--- config.mk ---
export PLATFORM = sky130hd
export DESIGN_NAME = cmb_core_end_flat
export DESIGN_NICKNAME = d
export VERILOG_FILES = /design/src/core/cmb_pkg.sv /design/src/core/cmb_if.sv /design/src/core/cmb_core_end.sv /design/src/flat_wrapper.sv
export SDC_FILE = /design/constraint.sdc
export NUM_CORES = 1
export LEC_CHECK = 0
export BUFFER_PORTS_ARGS = -buffer_cell sky130_fd_sc_hd__buf_2
export CAP_MARGIN = 25
export CORE_ASPECT_RATIO = 1.1
export CORE_MARGIN = 3
export CORE_UTILIZATION = 47
export CTS_BUF_LIST = sky130_fd_sc_hd__clkbuf_8
export CTS_CLUSTER_DIAMETER = 40
export DETAILED_ROUTE_END_ITERATION = 16
export MAX_ROUTING_LAYER = met4
export PLACE_DENSITY = 0.76
export SYNTH_ARGS = -nofsm -noshare
export SYNTH_HDL_FRONTEND = slang
export SYNTH_SLANG_ARGS = --single-unit
--- constraint.sdc ---
create_clock -name core_clk -period 2 [get_ports core_clk]
set_clock_uncertainty 0.2 [all_clocks]
set_input_delay 0.1 -clock core_clk [delete_from_list [all_inputs] [get_ports core_clk]]
set_output_delay 0.1 -clock core_clk [all_outputs]
set_load 0.01 [all_outputs]
--- src/core/cmb_pkg.sv ---
package cmb_pkg;

    // ************************************************************
    // Transfer size codes
    // ************************************************************
    localparam logic [1:0] SIZE_BYTE = 2'h0;
    localparam logic [1:0] SIZE_HALF = 2'h1;
    localparam logic [1:0] SIZE_WORD = 2'h2;

    // ************************************************************
    // Cycle kind codes
    // ************************************************************
    localparam logic [1:0] KIND_I = 2'h0;
    localparam logic [1:0] KIND_C = 2'h1;
    localparam logic [1:0] KIND_N = 2'h2;
    localparam logic [1:0] KIND_S = 2'h3;

    // ************************************************************
    // Reset values
    // ************************************************************
    localparam logic [31:0] ADDR_RESET = 32'h0000_0000;
    localparam logic [31:0] DATA_RESET = 32'h0000_0000;
    localparam logic [1:0] PROT_RESET = 2'h0;

    // One-hot state codes, not used by either end
    typedef enum logic [3:0] {
        CMB_IDLE = 4'h1,
        CMB_ISSUE = 4'h2,
        CMB_DATA = 4'h4,
        CMB_HOLD = 4'h8
    } cmb_state_type;

endpackage : cmb_pkg

--- src/core/cmb_if.sv ---
`timescale 1ns/1ps
interface cmb_if (
    input wire logic core_clk,
    input wire logic reset_n
);
    logic [31:0] addr;
    logic write;
    logic [1:0] size;
    logic [1:0] prot;
    logic lock;
    logic [1:0] cycle_kind;
    logic instr_state_flag;
    logic [31:0] wdata;
    logic [31:0] rdata;
    logic abort;
    logic cycle_stretch_enable;
    logic endian_select;
    logic debug_clock_gate;

    modport core (
        input core_clk, reset_n, rdata, abort, cycle_stretch_enable, endian_select,
        output addr, write, size, prot, lock, cycle_kind, instr_state_flag, wdata
    );
    modport mem (
        input core_clk, reset_n, addr, write, size, prot, lock, cycle_kind,
        input instr_state_flag, wdata,
        output rdata, abort, cycle_stretch_enable, endian_select, debug_clock_gate
    );
endinterface : cmb_if

--- src/core/cmb_core_end.sv ---
`timescale 1ns/1ps
// What this block does
// Lock held high during swap operations
// State flag low 32-bit, high compressed
// All write data leaves on write bus
// Memory captures write bus at cycle end
// Read bus sampled at bus cycle end
// Coprocessor transfers use read bus
// Abort sampled only in N/S cycles
// Data abort raises data abort event
// Fetch abort marked, raised when executed
// Memory ignores low address bits by size
// Core extracts narrow reads from word
// Halfword lane by addr bit 1, endian
// Byte lane by addr low bits, endian
// Narrow writes replicated over all lanes
// Memory supports single byte writes
// Cycle completes only when enable high
// Address one bus cycle ahead of data
// Next address may show before completion
// Controller latches request when enable high
// Clock stop needs enable and gate low
// Size codes 00, 01, 10 only
// Write high for writes, low reads
// Everything on rising clock edge
// Outputs stable while cycle stretched
module cmb_core_end
    import cmb_pkg::*;
(
    // Bus side
    cmb_if.core bus,
    // Request port
    input wire logic req_valid,
    output logic req_ready,
    input wire logic [31:0] req_addr,
    input wire logic req_write,
    input wire logic [1:0] req_size,
    input wire logic [1:0] req_prot,
    input wire logic req_seq,
    input wire logic req_coproc,
    input wire logic req_fetch,
    input wire logic req_swap,
    input wire logic [31:0] req_wdata,
    input wire logic compressed_mode,
    // Answer port
    output logic resp_valid,
    output logic [31:0] resp_data,
    output logic resp_data_abort,
    output logic resp_fetch_abort,
    // Execution report
    input wire logic exec_valid,
    input wire logic exec_tag,
    output logic prefetch_abort
);

    // ************************************************************
    // Pipeline registers
    // ************************************************************
    logic done;
    logic d_active;
    logic d_mem;
    logic d_write;
    logic d_fetch;
    logic [1:0] d_size;
    logic [1:0] d_addr_lo;
    logic [31:0] d_wdata;
    logic [31:0] lane;
    logic [31:0] next_wdata;
    logic [1:0] fetch_abort_mark;
    logic a_fetch;
    logic [31:0] a_wdata;

    assign done = bus.cycle_stretch_enable;
    // New request is only taken at a completing edge
    assign req_ready = done;

    // ************************************************************
    // Address phase: held while stretched
    // ************************************************************
    always_ff @(posedge bus.core_clk or negedge bus.reset_n) begin
        if (!bus.reset_n) begin
            bus.addr <= ADDR_RESET;
            bus.write <= 1'b0;
            bus.size <= SIZE_WORD;
            bus.prot <= PROT_RESET;
            bus.lock <= 1'b0;
            bus.cycle_kind <= KIND_I;
        end else if (done) begin
            if (req_valid) begin
                bus.addr <= req_addr;
                bus.write <= req_write;
                // Reserved code is never issued
                bus.size <= (req_size == 2'h3) ? SIZE_WORD : req_size;
                bus.prot <= req_prot;
                bus.lock <= req_swap;
                bus.cycle_kind <= req_coproc ? KIND_C : (req_seq ? KIND_S : KIND_N);
            end else begin
                bus.cycle_kind <= KIND_I;
                bus.lock <= 1'b0;
            end
        end
    end

    // State flag tracks execution state
    always_ff @(posedge bus.core_clk or negedge bus.reset_n) begin
        if (!bus.reset_n) begin
            bus.instr_state_flag <= 1'b0;
        end else if (done) begin
            bus.instr_state_flag <= compressed_mode;
        end
    end

    // Replicate narrow data across lanes
    always_comb begin
        case (req_size)
            SIZE_BYTE: next_wdata = {4{req_wdata[7:0]}};
            SIZE_HALF: next_wdata = {2{req_wdata[15:0]}};
            default: next_wdata = req_wdata;
        endcase
    end

    // Side info of the pending address phase; the bus does not carry it
    always_ff @(posedge bus.core_clk or negedge bus.reset_n) begin
        if (!bus.reset_n) begin
            a_fetch <= 1'b0;
            a_wdata <= DATA_RESET;
        end else if (done && req_valid) begin
            a_fetch <= req_fetch;
            a_wdata <= next_wdata;
        end
    end

    // ************************************************************
    // Data phase: one bus cycle behind the address phase
    // ************************************************************
    // Loaded from the outgoing address phase at each completing edge, so lane
    // choice and abort kind always match the word the memory returns
    always_ff @(posedge bus.core_clk or negedge bus.reset_n) begin
        if (!bus.reset_n) begin
            d_active <= 1'b0;
            d_mem <= 1'b0;
            d_write <= 1'b0;
            d_fetch <= 1'b0;
            d_size <= SIZE_WORD;
            d_addr_lo <= 2'h0;
            d_wdata <= DATA_RESET;
        end else if (done) begin
            d_active <= (bus.cycle_kind != KIND_I);
            d_mem <= (bus.cycle_kind == KIND_N) || (bus.cycle_kind == KIND_S);
            d_write <= bus.write;
            d_fetch <= a_fetch;
            d_size <= bus.size;
            d_addr_lo <= bus.addr[1:0];
            d_wdata <= a_wdata;
        end
    end

    // Write bus carries data only in its data phase
    assign bus.wdata = d_wdata;

    // ************************************************************
    // Lane extraction for narrow reads
    // ************************************************************
    always_comb begin
        lane = bus.rdata;
        if (d_size == SIZE_HALF) begin
            if (d_addr_lo[1] ^ bus.endian_select) begin
                lane = {16'h0000, bus.rdata[31:16]};
            end else begin
                lane = {16'h0000, bus.rdata[15:0]};
            end
        end else if (d_size == SIZE_BYTE) begin
            case (d_addr_lo ^ {2{bus.endian_select}})
                2'h0: lane = {24'h000000, bus.rdata[7:0]};
                2'h1: lane = {24'h000000, bus.rdata[15:8]};
                2'h2: lane = {24'h000000, bus.rdata[23:16]};
                default: lane = {24'h000000, bus.rdata[31:24]};
            endcase
        end
    end

    // Answer captured at completing edge
    always_ff @(posedge bus.core_clk or negedge bus.reset_n) begin
        if (!bus.reset_n) begin
            resp_valid <= 1'b0;
            resp_data <= DATA_RESET;
            resp_data_abort <= 1'b0;
            resp_fetch_abort <= 1'b0;
        end else begin
            resp_valid <= done && d_active;
            if (done && d_active) begin
                resp_data <= d_write ? DATA_RESET : lane;
                resp_data_abort <= d_mem && !d_fetch && bus.abort;
                resp_fetch_abort <= d_mem && d_fetch && bus.abort;
            end
        end
    end

    // Abort marks follow fetched opcode; raised only on execution
    always_ff @(posedge bus.core_clk or negedge bus.reset_n) begin
        if (!bus.reset_n) begin
            fetch_abort_mark <= 2'h0;
            prefetch_abort <= 1'b0;
        end else begin
            prefetch_abort <= exec_valid && fetch_abort_mark[exec_tag];
            if (done && d_active && d_mem && d_fetch) begin
                fetch_abort_mark <= {fetch_abort_mark[0], bus.abort};
            end
        end
    end

endmodule : cmb_core_end

--- src/flat_wrapper.sv ---
// flat-port wrapper written by rule: the top's interface ports become plain ports
module cmb_core_end_flat import cmb_pkg::*;
  (req_valid, req_ready, req_addr, req_write, req_size, req_prot, req_seq, req_coproc, req_fetch, req_swap, req_wdata, compressed_mode, resp_valid, resp_data, resp_data_abort, resp_fetch_abort, exec_valid, exec_tag, prefetch_abort, core_clk, reset_n, bus_rdata, bus_abort, bus_cycle_stretch_enable, bus_endian_select, bus_addr, bus_write, bus_size, bus_prot, bus_lock, bus_cycle_kind, bus_instr_state_flag, bus_wdata);
  cmb_if bus_i (.core_clk(core_clk), .reset_n(reset_n));
  input wire logic req_valid;
  output logic req_ready;
  input wire logic [31:0] req_addr;
  input wire logic req_write;
  input wire logic [1:0] req_size;
  input wire logic [1:0] req_prot;
  input wire logic req_seq;
  input wire logic req_coproc;
  input wire logic req_fetch;
  input wire logic req_swap;
  input wire logic [31:0] req_wdata;
  input wire logic compressed_mode;
  output logic resp_valid;
  output logic [31:0] resp_data;
  output logic resp_data_abort;
  output logic resp_fetch_abort;
  input wire logic exec_valid;
  input wire logic exec_tag;
  output logic prefetch_abort;
  input wire logic core_clk;
  input wire logic reset_n;
  input wire logic [$bits(bus_i.rdata)-1:0] bus_rdata;
  input wire logic [$bits(bus_i.abort)-1:0] bus_abort;
  input wire logic [$bits(bus_i.cycle_stretch_enable)-1:0] bus_cycle_stretch_enable;
  input wire logic [$bits(bus_i.endian_select)-1:0] bus_endian_select;
  output wire logic [$bits(bus_i.addr)-1:0] bus_addr;
  output wire logic [$bits(bus_i.write)-1:0] bus_write;
  output wire logic [$bits(bus_i.size)-1:0] bus_size;
  output wire logic [$bits(bus_i.prot)-1:0] bus_prot;
  output wire logic [$bits(bus_i.lock)-1:0] bus_lock;
  output wire logic [$bits(bus_i.cycle_kind)-1:0] bus_cycle_kind;
  output wire logic [$bits(bus_i.instr_state_flag)-1:0] bus_instr_state_flag;
  output wire logic [$bits(bus_i.wdata)-1:0] bus_wdata;
  assign bus_i.rdata = bus_rdata;
  assign bus_i.abort = bus_abort;
  assign bus_i.cycle_stretch_enable = bus_cycle_stretch_enable;
  assign bus_i.endian_select = bus_endian_select;
  assign bus_addr = bus_i.addr;
  assign bus_write = bus_i.write;
  assign bus_size = bus_i.size;
  assign bus_prot = bus_i.prot;
  assign bus_lock = bus_i.lock;
  assign bus_cycle_kind = bus_i.cycle_kind;
  assign bus_instr_state_flag = bus_i.instr_state_flag;
  assign bus_wdata = bus_i.wdata;
  cmb_core_end u_core (.bus(bus_i), .req_valid(req_valid), .req_ready(req_ready), .req_addr(req_addr), .req_write(req_write), .req_size(req_size), .req_prot(req_prot), .req_seq(req_seq), .req_coproc(req_coproc), .req_fetch(req_fetch), .req_swap(req_swap), .req_wdata(req_wdata), .compressed_mode(compressed_mode), .resp_valid(resp_valid), .resp_data(resp_data), .resp_data_abort(resp_data_abort), .resp_fetch_abort(resp_fetch_abort), .exec_valid(exec_valid), .exec_tag(exec_tag), .prefetch_abort(prefetch_abort));
endmodule
# Yosys cells after proc, flatten, opt, wreduce, memory -nomap -nowiden
# Index checks and enable logic that the tools add are counted.
# word_totals
regBits,152
latchBits,0
ramBits,0
rom_bits,0
inputBits,114
wordCells,61
memories,0
# classes
n_addsub,0
mul,0
div_mod_pow,0
n_lt_le_gt_ge,1
n_eq_ne,7
shifts,0
mux,13
bitwise,2
reduce_logical,16
# ops
cell,n
$mux W32,3
$pmux W32 S2,1
$pmux W8 S3,1
$mux W16,1
$logic_and A1 B1 Y1,9
$eq A2 B2 Y1 const B,4
$eq A2 B1 Y1 const B,3
$logic_not A2 Y1,3
$mux W2,3
$mux W1,4
$lt A1 B2 Y1 const B,1
$reduce_and A2 Y1,1
$reduce_bool A2 Y1,1
$xor A2 B2 Y2,1
$logic_not A1 Y1,1
$logic_or A1 B1 Y1,1
$xor A1 B1 Y1,1

# Longest topological paths before layout
# depth
word_depth,6
ltp_mapped,6
mapped_depth_nobuf,5

# Least setup slack after synthesis
# OpenSTA, ideal clock, no wires.
# synth_path
path_kind,register -> register
from,register u_core.d_addr_lo[0]
to,register u_core.resp_data[1]
t_arrival_ns,1.428
t_required_ns,1.673
path_slack_ns,0.244
stages_incl_launch_ff,6
path_buffers,1
cell_sequence,dfrtp_1 -> buf_2 -> nor3b_1 -> o21bai_1 -> a41oi_1 -> o21ai_0
# synth_via
elab_chain_cells,6
word_cells_on_any_way,8
classes_between,2 x eq/ne; 4 x mux; 1 x bitwise; 1 x reduce/logical
# synth_rtl
element,line_no,rtl
from (decl),cmb_core_end.sv:65,logic [1:0] d_addr_lo;
from (signal assigned),cmb_core_end.sv:153,d_addr_lo <= bus.addr[1:0];
$xor A2 B2 Y2 (*),cmb_core_end.sv:173,case (d_addr_lo ^ {2{bus.endian_select}})
$eq A2 B2 Y1 (tied with other cells),cmb_core_end.sv:173,
$pmux W8 S3 (*),cmb_core_end.sv:173,
$mux W32 (*),cmb_core_end.sv:172,end else if (d_size == SIZE_BYTE) begin
$mux W32 (*),cmb_core_end.sv:166,if (d_size == SIZE_HALF) begin
$mux W32 (*),cmb_core_end.sv:192,resp_data <= d_write ? DATA_RESET : lane;
to (signal assigned),cmb_core_end.sv:192,
to (decl),cmb_core_end.sv:47,"output logic [31:0] resp_data,"
# Every way passes the cells marked *; elsewhere a longest branch is shown, timed or not.
# A chain may end at the register's enable or synchronous reset.

# Worst setup path after layout
# layout_path
from,input req_valid
to,register u_core.bus.cycle_kind[1]
# layout_via
elab_chain_cells,1
# layout_rtl
element,line_no,rtl
from (decl),flat_wrapper.sv:5,input wire logic req_valid;
$mux W2,cmb_core_end.sv:89,if (req_valid) begin
to (signal assigned),cmb_core_end.sv:96,bus.cycle_kind <= req_coproc ? KIND_C : (req_seq ? KIND_S : KIND_N);
to (decl),cmb_if.sv:22,"output addr, write, size, prot, lock, cycle_kind, instr_state_flag, wdata"
# No other way between the ends.

==> metrics.md <==
| Metric | Value |
|---|---|
| Chip height | `131 um` |
| Post-synth EDFFs | `0` |
| Drt total wl | `20000 um` |
| Total negative slack | `0 ns` |
| Top cells by area, synth | `dfrtp_1 56%, mux2_2 16%, mux2i_1 6.1%, o21ai_0 3.2%, nand2_1 2.9%` |
| Sequential area share after synthesis | `56.8%` |
| Clock tree root buffer cell | `clkbuf_8` |
| Clock Path Buffers | `2` |
| Final hold vios | `0` |
| Fmax | `519 MHz` |
| Total vias in the final route | `5923` |
| Fillers | `950` |
| Core area | `13900 um2` |
| Post-CTS setup buffers | `0` |
| Outcome | `complete, no violations` |
| P_leak | `0.00493 uW` |
| DR DRC count | `0` |
| Crit path arrival time | `2.07 ns` |
| Nets | `1014` |
| P&R area growth vs syn | `49.1%` |
| First-pass GRT wire length | `32500 um` |
| Storage cell area | `3810 um2` |
| Multi-input gate area | `2720 um2` |
| Hold endpoint | `u_core.a_wdata[22]` |
| Clk pin slew, worst setup/hold paths | `0.09 ns` |
| Share of layout cells above drive strength 1 | `43.5%` |
| Num rows | `45` |
| Tmin final | `1.93 ns` |
| Yosys reg bits | `152` |
| M1 WL | `7390 um` |
| CTS Sinks | `152` |
| CP Max Fanout | `4` |
| Cell accounting for the most synthesized area | `dfrtp_1` |
| Post-synthesis async set-or-reset flop share | `100%` |
| Die area | `15700 um2` |
| Number of global-route vias before repair | `6404` |
| HP Class | `in -> reg` |
| Remaining antenna violation count | `0` |
| Gpl congestion | `0.885` |
| DR WL/cell | `18.2 um` |
| Slowest-stage cell, CP | `dlygate4sd3_1` |
| Worst setup path class | `in -> reg` |
| R2R Path Start | `u_core.d_addr_lo[1]` |
| Peak VDD IR | `0.745 mV` |
| Hpwl dp | `12600 um` |
| Max-slew headroom | `62.2%` |
| Max cap viols | `0` |
| Max stage delay on crit path | `0.57 ns` |
| Worst Hold Slack | `0.0666 ns` |
| Hold Path Stages | `4` |
| R2R Setup Slk | `0.16 ns` |
| I/O pin cnt | `224` |
| Worst path required time | `2.14 ns` |
| Final worst-path cycle share | `96.3%` |
| WL met2 | `10400 um` |
| PD cells | `881 nW/um2` |
| Initial antenna violation count | `2` |
| Mapped Nets | `642` |
| Reg2Reg Depth | `4` |
| Metal3 WL | `1460 um` |
| Avg Cell Area, Syn | `12.7 um2` |
| H-tree levels | `4` |
| Unrepaired setup endpoints after global routing | `no` |
| Reg-to-Reg End | `u_core.resp_data[0]` |
| HP Start | `req_size[1]` |
| Ys flop type | `dfrtp_1` |
| First-iteration detailed-routing DRC count | `358` |
| CP startpoint kind | `input port` |
| Slew Viols, Final | `0` |
| Worst Setup End Kind | `register` |
| Synth top area share | `56.0%` |
| Total CTS buffers | `17` |
| Synth Instances | `528` |
| Setup Viol. Count Final | `0` |
| Yosys warnings | `0` |
| Initial Util | `48.2%` |
| CTS tree | `built` |
| Top cell by count, worst path | `dlygate4sd3_1` |
| Clock latency on the worst-skew pair | `0.46 ns` |
| PortBufs | `223` |
| Highest Signal Layer | `met4` |
| Worst-margin pin slew | `0.567 ns` |
| Pre-antenna DRT Iters | `5` |
| Post-Syn Area | `6700 um2` |
| Tot GR Track Use | `26.7%` |
| Die width | `120 um` |
| Distinct cell type count after synthesis | `38` |
| GRT overflow | `0` |
| Largest net degree at the start of global routing | `62` |
| Vias per cell | `5.37` |
| CP cell instances | `dlygate4sd3_1, buf_2, nand3b_1, dlygate4sd3_1, o21ai_0, dlygate4sd3_1` |
## Yosys cell counts (all sizes together), types with 4 or more instances
library cell  count
inv               5
a22oi            10
nor2             15
a22o             24
o21bai           12
buf              14
o21ai            43
a21o              8
a41oi             6
nand2            52
clkbuf           19
mux2i            41
mux2             93
dfrtp           150
a21oi             9
o221ai            4
## worst max-delay path: cells and delay by family
kind | cells | cell delay, ns
compound gates | 1 | 0.08
buf+inv | 4 | 1.82
simple gates | 1 | 0.07
## registers in the layout (all words and copies together) (netlist names), 2 cells and up
register and flops:
u_core.a_wdata 32, u_core.bus.addr 32, u_core.bus.cycle_kind 2, u_core.bus.wdata 32, u_core.d_size 2, u_core.resp_data 32
u_core.bus.prot 2, u_core.fetch_abort_mark 2, u_core.bus.size 2, u_core.d_addr_lo 2
## per-layer routing
metal,global-route usage (%),up-vias
met5,-,-
met4,13.9,0
met3,7.19,79
met2,44.0,278
met1,29.6,2917
li1,-,2649
## repair_timing
item,in CTS,in global routing
hold endpoints to repair,264,0
gates resized for setup,0,2
setup endpoints to repair,0,16
hold buffers,142,0
## cells in the final DEF, fill, tap and decap left out, types with 2 or more instances in the layout
master and n:
a21o_2 7, a21oi_1 9, a22o_1 17, a22o_2 7
a22oi_1 10, a41oi_1 6, and2_1 2, and3b_2 2
buf_12 4, buf_2 222, buf_4 19, bufinv_16 4
clkbuf_8 18, clkinv_4 5, dfrtp_1 150, dfstp_2 2
diode_2 2, dlygate4sd3_1 140, inv_1 5, inv_6 4
mux2_2 93, mux2i_1 41, nand2_1 51, nand2b_1 2
nand3_1 3, nor2_1 14, o21ai_0 43, o21bai_1 12
o221ai_1 4
## worst max-delay path by stage
stage / from / to / slack [ns]
CTS: req_coproc / u_core.bus.cycle_kind[0] / 0.04
global placement: u_core.d_addr_lo[1] / u_core.resp_data[12] / 0.14
global route: u_core.d_active / u_core.resp_data[0] / 0.008
finish: req_valid / u_core.bus.cycle_kind[1] / 0.07
floorplan: u_core.d_addr_lo[0] / u_core.resp_data[1] / 0.24
detailed placement: u_core.d_addr_lo[1] / u_core.resp_data[9] / 0.07
## logic make-up (layout without fill, tap and decap cells)
group | after synthesis | in the layout | synth area share (%)
other | 0 | 2 | 0
buffers and inverters | 38 | 423 | 2.86
muxes | 134 | 134 | 21.8
xor gates and xnor gates | 1 | 1 | 0.411
AOI/OAI and AO/OA | 119 | 119 | 12.3
DFF | 152 | 152 | 56.8
and+or+nand+nor | 84 | 84 | 5.92
## layout make-up
| cell class | count | area share, % |
|---|---|---|
| flip-flops and latches | 152 | 38.1 |
| repair buffers | 386 | 27.5 |
| multi-input cells | 338 | 27.3 |
| clock buffers | 18 | 2.48 |
| well taps | 188 | 2.35 |
| clock inverters | 14 | 2.10 |
| inverters | 5 | 0.188 |
| diodes | 2 | 0.0501 |
## metrics by stage
stage	power [uW]	setup slack [ns]	util, %	cell area (um2)	std cells
2_1_floorplan	4990	0.244	-	6700	528
3_3_place_gp	5790	0.138	58.4	8120	929
3_5_place_dp	5890	0.0676	58.4	8120	929
4_1_cts	8790	0.0429	71.9	10000	1103
5_1_grt	9250	0.00790	71.9	9990	1103
6_report	8810	0.0735	71.9	9990	1103
## where the power goes
| part | internal [uW] | switching (uW) | leakage, uW | total (uW) |
|---|---|---|---|---|
| sequential | 3580 | 307 | 0.00188 | 3890 |
| clock | 1430 | 1240 | 0.000231 | 2670 |
| combinational | 1170 | 1080 | 0.00282 | 2250 |
(Power assumes the default switching activity.)
